<file path="src/core/iroi_pkg.sv">
// Package: constants, limit selection types and window carrier for the ROI window block
`default_nettype none
package iroi_pkg;
    localparam int unsigned IROI_DW = 16;
    localparam int unsigned IROI_SENSOR_W = 3840;
    localparam int unsigned IROI_SENSOR_H = 2748;
    // Sensor limit class selects the minimum tables
    typedef enum logic [1:0] {
        IROI_CLS_ONE = 2'h0,
        IROI_CLS_64 = 2'h1,
        IROI_CLS_LARGE = 2'h2,
        IROI_CLS_FIXED = 2'h3
    } iroi_cls_t;
    localparam logic [15:0] IROI_MIN_ONE = 16'h0001;
    localparam logic [15:0] IROI_MIN64_B1 = 16'h0040;
    localparam logic [15:0] IROI_MIN64_B2 = 16'h0020;
    localparam logic [15:0] IROI_MIN64_B3 = 16'h0016;
    localparam logic [15:0] IROI_MIN64_B4 = 16'h0010;
    localparam logic [15:0] IROI_HMIN_L_B1 = 16'h0ABC;
    localparam logic [15:0] IROI_HMIN_L_B2 = 16'h055E;
    localparam logic [15:0] IROI_HMIN_L_B4 = 16'h02AF;
    localparam logic [15:0] IROI_WMIN_L_B1 = 16'h0F00;
    localparam logic [15:0] IROI_WMIN_L_B2 = 16'h0780;
    localparam logic [15:0] IROI_WMIN_L_B4 = 16'h03C0;
    localparam logic [15:0] IROI_NO_LIMIT = 16'hFFFF;
    localparam logic [2:0] IROI_BIN_1 = 3'h1;
    localparam logic [2:0] IROI_BIN_2 = 3'h2;
    localparam logic [2:0] IROI_BIN_3 = 3'h3;
    localparam logic [2:0] IROI_BIN_4 = 3'h4;
    typedef struct packed {
        logic [15:0] col_start;
        logic [15:0] row_start;
        logic [15:0] width;
        logic [15:0] height;
    } iroi_win_t;
endpackage : iroi_pkg
`default_nettype wire

</file>
<file path="src/core/iroi_limit.sv">
// Minimum window size lookup for one axis and binning factor
`default_nettype none
module iroi_limit
    import iroi_pkg::*;
(
    input wire logic ref_clk,
    input wire logic rst_n,
    input wire iroi_cls_t cls,
    input wire logic vertical,
    input wire logic [2:0] bin,
    output logic [15:0] min_size
);
    logic [15:0] min_next;
    always_comb
    begin
        min_next = IROI_NO_LIMIT;
        case (cls)
            IROI_CLS_ONE: min_next = IROI_MIN_ONE;
            IROI_CLS_FIXED: min_next = IROI_MIN_ONE;
            IROI_CLS_64:
            begin
                case (bin)
                    IROI_BIN_1: min_next = IROI_MIN64_B1;
                    IROI_BIN_2: min_next = IROI_MIN64_B2;
                    IROI_BIN_3: min_next = IROI_MIN64_B3;
                    IROI_BIN_4: min_next = IROI_MIN64_B4;
                    default: min_next = IROI_NO_LIMIT;
                endcase
            end
            IROI_CLS_LARGE:
            begin
                // Binning by 3 maps to an impossible minimum, so it is never accepted
                case (bin)
                    IROI_BIN_1: min_next = vertical ? IROI_HMIN_L_B1 : IROI_WMIN_L_B1;
                    IROI_BIN_2: min_next = vertical ? IROI_HMIN_L_B2 : IROI_WMIN_L_B2;
                    IROI_BIN_4: min_next = vertical ? IROI_HMIN_L_B4 : IROI_WMIN_L_B4;
                    default: min_next = IROI_NO_LIMIT;
                endcase
            end
            default: min_next = IROI_NO_LIMIT;
        endcase
    end
    always_ff @(posedge ref_clk or negedge rst_n)
    begin
        if (!rst_n)
            min_size <= IROI_NO_LIMIT;
        else
            min_size <= min_next;
    end
endmodule : iroi_limit
`default_nettype wire

</file>
<file path="src/core/iroi_window.sv">
// ROI window: settings acceptance, centering and frame crop
`default_nettype none
module iroi_window
    import iroi_pkg::*;
#(
    parameter int unsigned SENSOR_W = IROI_SENSOR_W,
    parameter int unsigned SENSOR_H = IROI_SENSOR_H,
    parameter logic [15:0] COL_INC = 16'h0001,
    parameter logic [15:0] ROW_INC = 16'h0001,
    parameter logic [15:0] FIXED_WMIN = 16'h0008
)
(
    input wire logic ref_clk,
    input wire logic rst_n,
    input wire iroi_cls_t sensor_class,
    input wire logic [2:0] bin_horizontal,
    input wire logic [2:0] bin_vertical,
    input wire logic center_horizontal,
    input wire logic center_vertical,
    input wire logic acquiring,
    input wire iroi_win_t req_win,
    input wire logic req_valid,
    input wire logic frame_start,
    input wire logic pix_valid,
    input wire logic [15:0] pix_col,
    input wire logic [15:0] pix_row,
    output iroi_win_t active_win,
    output logic [15:0] largest_window_width,
    output logic [15:0] largest_window_height,
    output logic req_rejected,
    output logic pix_in_window
);
    typedef struct packed {
        iroi_win_t pend;
        iroi_win_t act;
        logic rej;
        logic inwin;
    } iroi_state_t;
    iroi_state_t st_reg;
    iroi_state_t st_next;
    logic [15:0] wmin;
    logic [15:0] hmin;
    logic [15:0] wmin_eff;
    logic [15:0] ext_w;
    logic [15:0] ext_h;

    ////////////////////////////////////////////////////////////////////////////
    function automatic logic [15:0] bin_div(input logic [15:0] ext, input logic [2:0] b);
        logic [15:0] r;
        r = ext;
        case (b)
            IROI_BIN_2: r = ext >> 1;
            IROI_BIN_3: r = 16'(ext / 16'h0003);
            IROI_BIN_4: r = ext >> 2;
            default: r = ext;
        endcase
        return r;
    endfunction : bin_div

    // Half the slack, truncated to the increment grid
    function automatic logic [15:0] center_off(input logic [15:0] ext, input logic [15:0] sz,
                                               input logic [15:0] inc);
        logic [15:0] half;
        half = (ext > sz) ? 16'((ext - sz) >> 1) : 16'h0000;
        return 16'(half - (half % inc));
    endfunction : center_off

    ////////////////////////////////////////////////////////////////////////////
    iroi_limit u_wlim (
        .ref_clk(ref_clk),
        .rst_n(rst_n),
        .cls(sensor_class),
        .vertical(1'b0),
        .bin(bin_horizontal),
        .min_size(wmin)
    );
    iroi_limit u_hlim (
        .ref_clk(ref_clk),
        .rst_n(rst_n),
        .cls(sensor_class),
        .vertical(1'b1),
        .bin(bin_vertical),
        .min_size(hmin)
    );

    // Fixed-minimum sensors keep their width minimum at every binning factor
    assign wmin_eff = (sensor_class == IROI_CLS_FIXED) ? FIXED_WMIN : wmin;
    // Extents in virtual units when binning is on
    assign ext_w = bin_div(16'(SENSOR_W), bin_horizontal);
    assign ext_h = bin_div(16'(SENSOR_H), bin_vertical);

    ////////////////////////////////////////////////////////////////////////////
    always_comb
    begin
        st_next = st_reg;
        st_next.rej = 1'b0;
        if (req_valid)
        begin
            // Size is frozen while capturing; host is expected to stop first
            if (acquiring)
            begin
                st_next.pend.col_start = req_win.col_start;
                st_next.pend.row_start = req_win.row_start;
                st_next.rej = (req_win.width != st_reg.pend.width) ||
                              (req_win.height != st_reg.pend.height);
            end
            else if (req_win.width < wmin_eff || req_win.height < hmin ||
                     req_win.width > ext_w || req_win.height > ext_h)
            begin
                st_next.rej = 1'b1;
            end
            else
            begin
                st_next.pend = req_win;
            end
        end
        if (center_horizontal)
            st_next.pend.col_start = center_off(ext_w, st_next.pend.width, COL_INC);
        if (center_vertical)
            st_next.pend.row_start = center_off(ext_h, st_next.pend.height, ROW_INC);
        // While acquiring, offsets take effect only at frame boundaries so a frame is never torn; when idle they take effect at once
        if (frame_start || !acquiring)
            st_next.act = st_next.pend;
        st_next.inwin = pix_valid &&
            pix_col >= st_reg.act.col_start &&
            pix_col - st_reg.act.col_start < st_reg.act.width &&
            pix_row >= st_reg.act.row_start &&
            pix_row - st_reg.act.row_start < st_reg.act.height;
    end

    always_ff @(posedge ref_clk or negedge rst_n)
    begin
        if (!rst_n)
        begin
            st_reg.pend.col_start <= 16'h0000;
            st_reg.pend.row_start <= 16'h0000;
            st_reg.pend.width <= 16'(IROI_SENSOR_W);
            st_reg.pend.height <= 16'(IROI_SENSOR_H);
            st_reg.act.col_start <= 16'h0000;
            st_reg.act.row_start <= 16'h0000;
            st_reg.act.width <= 16'(IROI_SENSOR_W);
            st_reg.act.height <= 16'(IROI_SENSOR_H);
            st_reg.rej <= 1'b0;
            st_reg.inwin <= 1'b0;
        end
        else
        begin
            st_reg <= st_next;
        end
    end

    assign active_win = st_reg.act;
    assign req_rejected = st_reg.rej;
    assign pix_in_window = st_reg.inwin;
    assign largest_window_width = ext_w;
    assign largest_window_height = ext_h;
endmodule : iroi_window
`default_nettype wire

</file>
<file path="config.mk">
export PLATFORM = sky130hd
export DESIGN_NAME = iroi_window
export DESIGN_NICKNAME = d
export VERILOG_FILES = /design/src/core/iroi_pkg.sv /design/src/core/iroi_limit.sv /design/src/core/iroi_window.sv
export SDC_FILE = /design/constraint.sdc
export NUM_CORES = 1
export LEC_CHECK = 0
export BUFFER_PORTS_ARGS = -buffer_cell sky130_fd_sc_hd__buf_4
export CORE_ASPECT_RATIO = 0.6
export CORE_MARGIN = 2
export CORE_UTILIZATION = 40
export CTS_CLUSTER_DIAMETER = 30
export CTS_CLUSTER_SIZE = 25
export DETAILED_ROUTE_END_ITERATION = 6
export PLACE_DENSITY = 0.71
export SLEW_MARGIN = 20
export SYNTH_ARGS = -nofsm -noshare
export SYNTH_HDL_FRONTEND = slang
export SYNTH_SLANG_ARGS = --single-unit
</file>
<file path="constraint.sdc">
create_clock -name ref_clk -period 6.93 [get_ports ref_clk]
set_clock_uncertainty 0.15 [all_clocks]
set_input_delay 1.386 -clock ref_clk [delete_from_list [all_inputs] [get_ports ref_clk]]
set_output_delay 1.386 -clock ref_clk [all_outputs]
set_load 0.05 [all_outputs]
</file>
# Word-level counts from Yosys, hierarchy flattened
# Index checks and enable logic that the tools add are counted.
dict set report classes {
  mux 20
  eq_ne 13
  n_addsub 4
  n_lt_le_gt_ge 10
  n_reduce_logical 12
}
# cell count
set ops {}
lappend ops {{16-bit case mux with 3 select lines} 4}
lappend ops {{64-bit two-way mux} 2}
lappend ops {{16-bit case mux with 4 select lines} 2}
lappend ops {{12-bit case mux with 3 select lines} 2}
lappend ops {{16-bit > comparator} 4}
lappend ops {{16-bit less-than comparator} 4}
lappend ops {{32-bit two-way mux} 2}
lappend ops {{16-bit subtractor} 4}
lappend ops {{16-bit two-way mux} 3}
lappend ops {{16-bit >= comparator} 2}
lappend ops {{16-bit inequality test} 2}
lappend ops {{15-bit two-way mux} 2}
lappend ops {{3-bit by 2-bit equality test with 1-bit output (second input constant)} 4}
lappend ops {{3-bit by 1-bit equality test with 1-bit output (second input constant)} 2}
lappend ops {{3-bit equality test (second input constant)} 2}
lappend ops {{1-bit logical OR} 5}
lappend ops {{2-bit equality test (second input constant)} 2}
lappend ops {{1-bit logical AND} 4}
lappend ops {{1-bit two-way mux} 3}
lappend ops {{2-bit by 1-bit equality test with 1-bit output (second input constant)} 1}
lappend ops {{2-bit logical NOT} 1}
lappend ops {{2-bit OR reduction} 1}
lappend ops {{1-bit logical NOT} 1}
dict set report totals {
  wordCells 71
  regBits 162
  in_bits 112
  out_inout_bits 98
}

# Depth between registers and ports, before layout
# Gate-level depths: netlist (run 1).
dict set report depth {
  depth_word 12
  ltp_mapped 32
  ltp_nobuf 26
}

# Cells and area by module
# From an unflattened synthesis (run 1), not the netlist that was laid out.
dict set report hier_totals {
  cells_unflattened 1385
  hier_area_um2 12351.8
}
# module area_per_inst_um2 cells_each n_inst seq_area_each_um2
set by_module_without_submodules {}
lappend by_module_without_submodules {iroi_window 10772.8 1225 1 3280.6}
lappend by_module_without_submodules {iroi_limit 789.5 80 2 341.6}

# Least setup slack after synthesis (run 1)
# No wires, ideal clock.
dict set report synth_timing {
  path_type {input-to-reg}
  start {input bin_vertical[1]}
  end {register st_reg, in the netlist active_win[44]}
  t_required_ns 6.707
  setup_ns 0.073
  path_buffers 7
  path_stages 31
  slack_ns -1.198
  arrival_time_ns 7.905
  path_cell_list {clkbuf_1 -> nand2b_1 -> clkbuf_1 -> or2_2 -> clkbuf_1 -> inv_1 -> nor2_1 -> nand2_1 -> ha_1 -> a21oi_1 -> o211ai_1 -> o311a_1 -> a31oi_1 -> clkbuf_1 -> nand3_2 -> buf_1 -> buf_1 -> mux2i_1 -> inv_1 -> fa_1 -> nor2b_1 -> nand3_1 -> a2111oi_0 -> nand2_1 -> o221ai_4 -> a2111oi_4 -> o311ai_1 -> a211oi_2 -> buf_6 -> a21boi_2 -> a2bb2oi_2}
}
# item line_no
set synth_rtl {}
lappend synth_rtl {{from (decl)} iroi_window.sv:17} ;# input wire logic [2:0] bin_vertical,
lappend synth_rtl {{to (signal assigned)} iroi_window.sv:148} ;# st_reg <= st_next;
lappend synth_rtl {{to (decl)} iroi_window.sv:39} ;# iroi_state_t st_reg;

==> impl_metrics.py, run 1 <==
metrics = {
    "clocking": {
        "clockBufferDepth": 2,
        "cts_resized": 0,
        "postCtsSetupBuffers": 0,
        "cts_buffers": 17,
        "clock_latency_ns": 0.44,
        "cts_root_buf": "clkbuf_16",
        "clk_pin_slew_worst_paths_ns": 0.06,
        "cts.sinks": 151,
        "htreeDepth": 4,
        "hold_buffers": 0,
        "cts_tree": "yes",
    },
    "logic_synthesis": {
        "async_reset_ff_share_pct": 100,
        "synth-edff-count": 0,
        "yosys.area_share.simple_pct": 14.2,
        "synth_compound_area_share_pct": 17.8,
        "synth_xor_area_share_pct": 5.12,
        "yosys.area.top_type": "dfrtp_1",
        "synth-seq-area-share_pct": 32.5,
        "synth_area_um2": 11800,
        "synth.top_cell.area_share_pct": 22.9,
        "synth_seq_cells": 151,
        "muxShareOfSynthArea_pct": 5.29,
        "yosysUniqueCellTypes": 81,
        "synth_flop_cell": "dfrtp_1",
        "syn_area_per_cell_um2": 8.83,
        "yosys_warnings": 0,
        "synth_cells": 1336,
        "synthAdderAreaFrac_pct": 13.9,
        "synth_top_family_by_area": "compound AO/OA/AOI/OAI gates",
        "yosys-top-cells-area": "dfrtp_1, ha_1, dfstp_2",
    },
    "cells_and_area": {
        "drive_gt1_share_pct": 23.0,
        "insertedDiodeCount": 0,
        "fin_area_um2": 13800,
        "syn2layout_area_growth_pct": 17.3,
        "final_nets": 1701,
        "fin_util_pct": 47.9,
    },
    "sta": {
        "fin_ws_ns": 0.344,
        "max_freq_ghz": 0.152,
        "fin_crit_sh_pct": 95.0,
        "fin_setup_tns_ns": 0,
        "slew_violations": 0,
        "final-hold-violation-count": 0,
        "fin_crit_ns": 6.59,
        "worst_pin_slew_ns": 0.936,
        "max_slew_margin_pct": 36.0,
        "rsz0062_at_grt": "no",
        "setup_viol": 0,
        "holdWs_ns": 0.365,
    },
    "global_route": {
        "grt_overflow": 0,
        "grt_start_max_net_pins": 102,
        "grt_pass1_wl_um": 54800,
        "antenna_found_initial": 0,
        "grt_usage_pct": 23.4,
        "grt_pass1_vias": 9585,
    },
    "route": {
        "wire_per_inst_um": 19.0,
        "dr.first_iter.drc_count": 971,
        "dr.pass1.iters": 5,
        "ant_nets": 0,
        "route.detailed.drc": 0,
        "drt_wl_total_um": 35600,
        "vias_per_cell": 5.33,
        "dr_total_vias": 9993,
    },
    "flow_run": {
        "drv_cap": 0,
    },
    "power_and_ir_drop": {
        "ir_drop_mv": 0.137,
        "powerDensity_nw_per_um2": 208,
        "p_leak_nw": 6.60,
    },
    "place": {
        "placed_area_um2": 13200,
        "dp_slack_ns": 0.00290,
        "hpwl_um": 28400,
        "port_buffers": 193,
        "gp_congestion": 0.947,
    },
    "setup_path": {
        "r2r_cells": 22,
        "critPathRequiredTime_ns": 7.14,
        "critical_path_class": "in -> reg",
        "critPathMostFrequentCell": "buf_4",
        "arrival_ns": 6.80,
        "cp-end-kind": "flip-flop",
        "path_max_fanout": 14,
        "crit_slowest_cell": "a211oi_2",
        "startpoint_type": "input port",
        "slowest_delay_ns": 0.54,
    },
    "floorplanning": {
        "start_util_pct": 40.9,
        "fp.coreArea_um2": 28900,
        "die_area_um2": 30900,
        "die_h_um": 137,
        "io_pins": 210,
        "die_w_um": 226,
        "num_rows": 48,
    },
    "run_status": {
        "status": "completed",
    },
    "worst_hold_path": {
        "hold_depth": 2,
        "hold_class": "reg -> reg",
    },
}
cell usage after synthesis (6+ instances only):
cell and count:
mux2_2 8, o22ai_1 6, and3_1 8, xor2_1 15
o31ai_1 13, clkbuf_1 33, and2_1 13, nand4_1 22
nor2b_1 15, buf_4 82, o21ai_0 77, dfrtp_1 108
nor4_1 16, a22oi_1 6, nand3_1 18, a211oi_1 13
nor3_1 18, nand2b_1 26, o21bai_1 7, dfstp_2 43
nand2_1 71, a21oi_1 97, xnor2_1 54, a31oi_1 6
a221oi_1 6, o21a_1 13, nor2_1 112, mux2i_1 52
inv_1 141, a21boi_0 9, a21o_1 13, ha_1 125
placed cells by master, fill, tap and decap left out, types with 6 or more instances in the layout:
master / instances
a21o_1: 13
o22ai_1: 6
a21oi_1: 96
nand2b_1: 24
mux2i_1: 51
buf_4: 213
ha_1: 124
xor2_1: 15
a211oi_1: 13
a221oi_1: 6
o21bai_1: 7
a31oi_1: 6
nor3_1: 18
o31ai_1: 13
dfrtp_1: 108
a22oi_1: 6
nor2b_1: 15
and2_1: 13
mux2_2: 8
nand2_1: 70
a21boi_0: 9
conb_1: 16
o21a_1: 13
nand3_1: 18
dfstp_2: 43
clkbuf_16: 17
and3_1: 8
nand4_1: 22
inv_1: 139
xnor2_1: 54
o21ai_0: 77
nor4_1: 16
nor2_1: 110
power by group:
part           internal, mW  switching [mW]
Clock                 0.533           0.396
Sequential            0.950          0.0402
Combinational         0.367           0.594
critical path, delay by kind of cell:
family,cells,cell delay [ns]
buf+inv,5,0.89
fa+ha+maj,2,0.63
simple gates,10,1.64
compound gates,9,2.01
mux,1,0.20
per-stage QoR:
step	power [mW]	cells
2_1_floorplan	1.69	1350
3_3_place_gp	1.93	1841
3_5_place_dp	1.95	1841
4_1_cts	2.90	1873
5_1_grt	3.04	1874
6_report	2.88	1874
metal layers:
metal	GRT usage [%]	vias to the layer above	wire, um
li1	-	4808	-
met1	35.1	4829	17500
met2	35.0	329	15300
met3	4.72	27	2490
met4	3.72	0	287
met5	0	-	0
cell type report:
class,instances,area [um2]
Clock inverter,14,150
Timing Repair Buffer,215,1630
Inverter,143,544
Fill cell,2779,15000
Tap cell,400,500
Sequential cell,151,3830
Multi-Input combinational cell,933,6760
Clock buffer,18,429
path summary, 6_finish.rpt:
path / slack, ns / from / to
worst max-delay path: 0.34 / bin_vertical[2] / active_win[35]$_DFFE_PN0P_
max in group asynchronous: 4.41 / rst_n / st_reg[76]$_DFF_PN0_
min in group asynchronous: 0.90 / rst_n / st_reg[107]$_DFF_PN0_
worst min register to register: 0.37 / active_win[59]$_DFFE_PN0P_ / active_win[59]$_DFFE_PN0P_
worst max register to register: 1.38 / u_wlim.min_size[14]$_DFF_PN1_ / active_win[35]$_DFFE_PN0P_
worst min-delay path: 0.37 / active_win[59]$_DFFE_PN0P_ / active_win[59]$_DFFE_PN0P_
kinds of logic (layout without fill, tap and decap cells):
family / after synthesis / count (layout)
AND/OR/NAND/NOR: 342 / 342
AO/OA/AOI/OAI: 316 / 316
buffers and inverters: 266 / 390
flip-flops: 151 / 151
adder cells (fa/ha/maj): 129 / 129
XOR/XNOR: 69 / 69
multiplexers: 61 / 61
other: 2 / 16
Power figures use the tool's default switching activity.
==> run 2, diff against run 1 <==
--- a/config.mk
+++ b/config.mk
@@ -6,7 +6,7 @@
 export NUM_CORES = 1
 export LEC_CHECK = 0
 export BUFFER_PORTS_ARGS = -buffer_cell sky130_fd_sc_hd__buf_4
-export CORE_ASPECT_RATIO = 0.6
+export CORE_ASPECT_RATIO = 1.25
 export CORE_MARGIN = 2
 export CORE_UTILIZATION = 40
 export CTS_CLUSTER_DIAMETER = 30
==> run 2 against run 1 <==
- worst setup slack better by 0.024 ns
- first-iteration DRC count is 40% lower
- count of clock-buffer cells in the layout grew 6
- critical path type unchanged
- critical path depth is 1 higher
- critical endpoint is now active_win[32]$_DFFE_PN0P_
- combinational power shrank 2%
- sequential share of layout area hardly changed
- total power barely moved
- worst hold slack worse by 0.0020 ns
- clock power increased by 2.3%
- cell count shrank 0.32%
- largest cell class unchanged
- register-to-register slack gained 0.07 ns
- sequential power down 0.6%
==> impl_metrics.py, run 2 (synthesis results as in run 1) <==
metrics = {
    "run_status": {
        "status": "completed",
    },
    "floorplanning": {
        "die_h_um": 196,
        "io_pins": 210,
        "start_util_pct": 40.5,
        "fp.coreArea_um2": 29200,
        "die_w_um": 158,
        "num_rows": 70,
        "die_area_um2": 30900,
    },
    "global_route": {
        "grt_overflow": 0,
        "antenna_found_initial": 1,
        "grt_pass1_vias": 9815,
        "grt.busiest_layer": "met2",
        "grt_start_max_net_pins": 84,
        "grtUsageMet3_pct": 3.80,
        "grtUsageMet1_pct": 28.4,
        "met2_usage_pct": 35.3,
        "grt_pass1_wl_um": 52400,
        "grt_usage_pct": 21.8,
    },
    "sta": {
        "slew_violations": 0,
        "worst_pin_slew_ns": 1.08,
        "fin_setup_tns_ns": 0,
        "rsz0062_at_grt": "no",
        "fin_crit_ns": 6.56,
        "max_slew_margin_pct": 27.8,
        "final-hold-violation-count": 0,
        "max_freq_ghz": 0.152,
        "fin_crit_sh_pct": 94.7,
        "setup_viol": 0,
        "holdWs_ns": 0.363,
    },
    "power_and_ir_drop": {
        "power.internal_mw": 1.88,
        "p_leak_nw": 6.60,
        "seqPwrFrac_pct": 34.2,
        "combPwrFrac_pct": 32.8,
        "ir_drop_mv": 0.121,
        "switching_share_pct": 34.9,
        "powerDensity_nw_per_um2": 208,
        "pwr-share-clk_pct": 33.0,
        "p_sw_mw": 1.00,
    },
    "setup_path": {
        "slowest_delay_ns": 0.49,
        "critPathRequiredTime_ns": 7.14,
        "critical_path_class": "in -> reg",
        "crit_slowest_cell": "a211oi_2",
        "cp-end-kind": "flip-flop",
        "path_max_fanout": 14,
        "arrival_ns": 6.77,
        "startpoint_type": "input port",
    },
    "flow_run": {
        "drv_cap": 0,
    },
    "route": {
        "route.detailed.drc": 0,
        "dr.first_iter.drc_count": 581,
        "drt_wl_total_um": 33600,
        "wire_per_inst_um": 18.0,
        "dr.pass1.iters": 5,
        "ant_nets": 0,
        "dr_total_vias": 9929,
        "vias_per_cell": 5.32,
    },
    "clocking": {
        "clock_latency_ns": 0.43,
        "cts.sinks": 151,
        "cts_root_buf": "clkbuf_16",
        "postCtsSetupBuffers": 0,
        "cts_tree": "yes",
        "htreeDepth": 4,
        "cts_resized": 0,
        "clockBufferDepth": 2,
        "clk_pin_slew_worst_paths_ns": 0.06,
        "hold_buffers": 0,
        "cts_buffers": 17,
    },
    "place": {
        "port_buffers": 193,
        "placed_area_um2": 13200,
        "gp_congestion": 0.894,
        "hpwl_um": 26800,
    },
    "cells_and_area": {
        "fin_area_um2": 13800,
        "mostFrequentLayoutCells": "buf_4, inv_1, ha_1",
        "final_nets": 1699,
        "insertedDiodeCount": 0,
        "syn2layout_area_growth_pct": 17.3,
        "nFillCells": 2806,
        "layout_commonest_cell": "buf_4",
        "drive_gt1_share_pct": 22.8,
    },
    "worst_hold_path": {
        "hold_class": "reg -> reg",
    },
}
## run 2: power groups by stage
stage | clock, mW | sequential [mW] | combinational [mW]
floorplan | 0 | 0.987 | 0.700
global placement | 0 | 0.999 | 0.917
detailed placement | 0 | 1.00 | 0.940
CTS | 0.968 | 0.985 | 0.947
global route | 1.01 | 0.990 | 1.05
finish | 0.950 | 0.984 | 0.945
## run 2: worst paths after layout
check                                                    from                         end  slack, ns  cells past startpoint
worst max-delay path                          bin_vertical[2]  active_win[32]$_DFFE_PN0P_       0.37                     28
worst min-delay path                active_win[4]$_DFFE_PN1P_   active_win[4]$_DFFE_PN1P_       0.36                      2
worst max register to register  u_wlim.min_size[14]$_DFF_PN1_  active_win[32]$_DFFE_PN0P_       1.45                     23
worst min register to register      active_win[4]$_DFFE_PN1P_   active_win[4]$_DFFE_PN1P_       0.36                      2
max in group asynchronous                               rst_n        st_reg[87]$_DFF_PN0_       4.38                      2
min in group asynchronous                               rst_n  active_win[39]$_DFFE_PN0P_       0.86                      1
## run 2: stage by stage
stage                     std cells  utilization (%)  setup slack [ns]  power [mW]
after global routing           1868             47.5            0.0233        3.05
after floorplan                1350                -           0.00353        1.69
final                          1868             47.5             0.368        2.88
after detailed placement       1836             45.4           -0.0288        1.94
after global placement         1836             45.4             0.167        1.92
after CTS                      1868             47.4             0.400        2.90
## run 2: routing by layer
| layer | up-vias | routed length, um | share of wire (%) |
|---|---|---|---|
| li1 | 4810 | - | - |
| met1 | 4744 | 14800 | 44 |
| met2 | 300 | 15800 | 47 |
| met3 | 73 | 1650 | 4.9 |
| met4 | 2 | 1280 | 3.8 |
| met5 | - | 11 | 0.033 |
## run 2: final cells by class
class,count,area (um2),area share [%]
clock inverters,8,85.1,0.615
clock buffers,24,515,3.72
well taps,396,495,3.58
flip-flops and latches,151,3830,27.7
repair buffers,213,1600,11.6
multi-input cells,933,6770,48.9
inverters,143,544,3.93
## run 2: critical path: cells and delay by family
| kind | cells | cell delay [ns] |
|---|---|---|
| muxes | 1 | 0.15 |
| adders and majority gates | 3 | 0.90 |
| AOI/OAI and AO/OA | 8 | 1.69 |
| buffers and inverters | 4 | 0.81 |
| and+or+nand+nor | 12 | 1.83 |
==> run 3, diff against run 2 <==
--- a/config.mk
+++ b/config.mk
@@ -7,9 +7,8 @@
 export LEC_CHECK = 0
 export BUFFER_PORTS_ARGS = -buffer_cell sky130_fd_sc_hd__buf_4
 export CORE_ASPECT_RATIO = 1.25
-export CORE_MARGIN = 2
 export CORE_UTILIZATION = 40
-export CTS_CLUSTER_DIAMETER = 30
+export CTS_CLUSTER_DIAMETER = 100
 export CTS_CLUSTER_SIZE = 25
 export DETAILED_ROUTE_END_ITERATION = 6
 export PLACE_DENSITY = 0.71
==> run 3 against run 2 <==
- largest cell class unchanged
- core utilization rose by 0.57 points
- sequential power about the same
- via count increased by 0.17%
- critical path depth unchanged
- global-route usage is 0.51 points higher
==> impl_metrics.py, run 3 (synthesis results as in run 1) <==
metrics = {
    "setup_path": {
        "slowest_delay_ns": 0.44,
        "critical_path_class": "in -> reg",
        "crit_slowest_cell": "o311ai_1",
        "critPathMostFrequentCell": "nand2_1",
        "startpoint_type": "input port",
        "crit_path_end": "active_win[36]$_DFFE_PN0P_",
        "r2r_cells": 23,
        "arrival_ns": 6.59,
        "reg2reg_to": "active_win[36]$_DFFE_PN0P_",
        "worstReg2RegStart": "u_hlim.min_size[14]$_DFF_PN1_",
        "rrSetupSlack_ns": 1.35,
        "path_max_fanout": 12,
        "critPathLaunch": "bin_vertical[2]",
        "critPathRequiredTime_ns": 7.05,
        "cp-end-kind": "flip-flop",
    },
    "route": {
        "ant_nets": 0,
        "route.detailed.drc": 0,
        "vias_per_cell": 5.35,
        "dr.pass1.iters": 6,
        "drt_wl_total_um": 33200,
        "dr.first_iter.drc_count": 640,
        "wire_per_inst_um": 17.9,
        "dr_total_vias": 9946,
    },
    "place": {
        "gp_congestion": 0.946,
        "port_buffers": 193,
        "dp_cells": 1827,
        "dp_slack_ns": 0.0176,
        "hpwl_um": 26600,
    },
    "sta": {
        "rsz0062_at_grt": "no",
        "worst_pin_slew_ns": 1.06,
        "fin_crit_sh_pct": 93.4,
        "final-hold-violation-count": 0,
        "fin_setup_tns_ns": 0,
        "slew_violations": 0,
        "fin_crit_ns": 6.48,
        "setup_viol": 0,
        "max_slew_margin_pct": 28.9,
        "holdWs_ns": 0.369,
        "max_freq_ghz": 0.154,
        "fin_ws_ns": 0.455,
    },
    "cells_and_area": {
        "fin_util_pct": 48.0,
        "multi_input_area_um2": 6770,
        "nFillCells": 2754,
        "seqCellArea_um2": 3830,
        "insertedDiodeCount": 0,
        "drive_gt1_share_pct": 22.8,
        "final_nets": 1696,
        "layout_commonest_cell": "buf_4",
        "mostFrequentLayoutCells": "buf_4, inv_1, ha_1",
        "syn2layout_area_growth_pct": 17.0,
        "layout.cells.non_filler": 1859,
    },
    "clocking": {
        "clock_latency_ns": 0.43,
        "cts.sinks": 151,
        "cts_root_buf": "clkbuf_16",
        "cts_buffers": 17,
        "clockBufferDepth": 2,
        "clk_pin_slew_worst_paths_ns": 0.07,
        "cts_tree": "yes",
        "htreeDepth": 4,
    },
    "run_status": {
        "status": "completed",
    },
    "floorplanning": {
        "fp.coreArea_um2": 28700,
        "die_area_um2": 30200,
        "die_w_um": 156,
        "io_pins": 210,
        "die_h_um": 194,
        "num_rows": 69,
        "start_util_pct": 41.1,
    },
    "global_route": {
        "met2_usage_pct": 37.3,
        "grt_start_max_net_pins": 86,
        "grt_pass1_wl_um": 52200,
        "grt_overflow": 0,
        "grtUsageMet3_pct": 3.24,
        "grt.busiest_layer": "met2",
        "grtUsageMet1_pct": 28.4,
        "antenna_found_initial": 0,
        "grt_pass1_vias": 9944,
        "grt_usage_pct": 22.3,
    },
    "worst_hold_path": {
        "hold_class": "reg -> reg",
    },
    "flow_run": {
        "drv_cap": 0,
    },
    "power_and_ir_drop": {
        "powerDensity_nw_per_um2": 207,
        "p_leak_nw": 6.59,
        "ir_drop_mv": 0.141,
    },
}
[run 3: stage by stage]
| step | total power [mW] | instance area (um2) |
|---|---|---|
| 6_report | 2.86 | 13800 |
| 5_1_grt | 3.01 | 13800 |
| 4_1_cts | 2.88 | 13800 |
| 3_5_place_dp | 1.94 | 13200 |
| 3_3_place_gp | 1.92 | 13200 |
| 2_1_floorplan | 1.69 | 12000 |
[run 3: worst max-delay path, delay by kind of cell]
kind                     cells  cell delay, ns
AO/OA/AOI/OAI                9            1.93
buffers and inverters        3            0.50
AND/OR/NAND/NOR             13            2.03
adder cells (fa/ha/maj)      3            0.74
[run 3: power by group]
part / total, mW / switching [mW] / internal (mW) / leakage (nW)
Combinational: 0.947 / 0.584 / 0.363 / 4.44
Sequential: 0.985 / 0.0354 / 0.950 / 1.86
Clock: 0.926 / 0.412 / 0.515 / 0.286
Total: 2.86 / 1.03 / 1.83 / 6.59
[run 3: layer usage]
layer  routed length (um)  vias up
li1                     -     4796
met2                15900      313
met5                    0        -
met1                14600     4772
met4                 1230        0
met3                 1500       65
[run 3: layout make-up]
type | count | share of cell area (%)
Multi-Input combinational cell | 933 | 49.0
Sequential cell | 151 | 27.8
Timing Repair Buffer | 210 | 11.6
Inverter | 143 | 3.94
Tap cell | 390 | 3.53
Clock buffer | 18 | 3.18
Clock inverter | 14 | 1.01
[run 3: worst min path at each step]
stage	from	to	slack (ns)	cells after the start
2_1_floorplan	active_win[4]$_DFFE_PN1P_	active_win[4]$_DFFE_PN1P_	0.32	2
3_3_place_gp	active_win[61]$_DFFE_PN0P_	active_win[61]$_DFFE_PN0P_	0.34	2
3_5_place_dp	active_win[63]$_DFFE_PN0P_	active_win[63]$_DFFE_PN0P_	0.35	2
4_1_cts	active_win[63]$_DFFE_PN0P_	active_win[63]$_DFFE_PN0P_	0.37	2
5_1_grt	active_win[45]$_DFFE_PN0P_	active_win[45]$_DFFE_PN0P_	0.38	2
6_report	active_win[63]$_DFFE_PN0P_	active_win[63]$_DFFE_PN0P_	0.37	2
[run 3: repair_timing]
action / in CTS / in global routing
buffers inserted: 0 / 0
gates resized for setup: 0 / 1
hold buffers: 0 / 0
setup endpoints to repair: 0 / 7
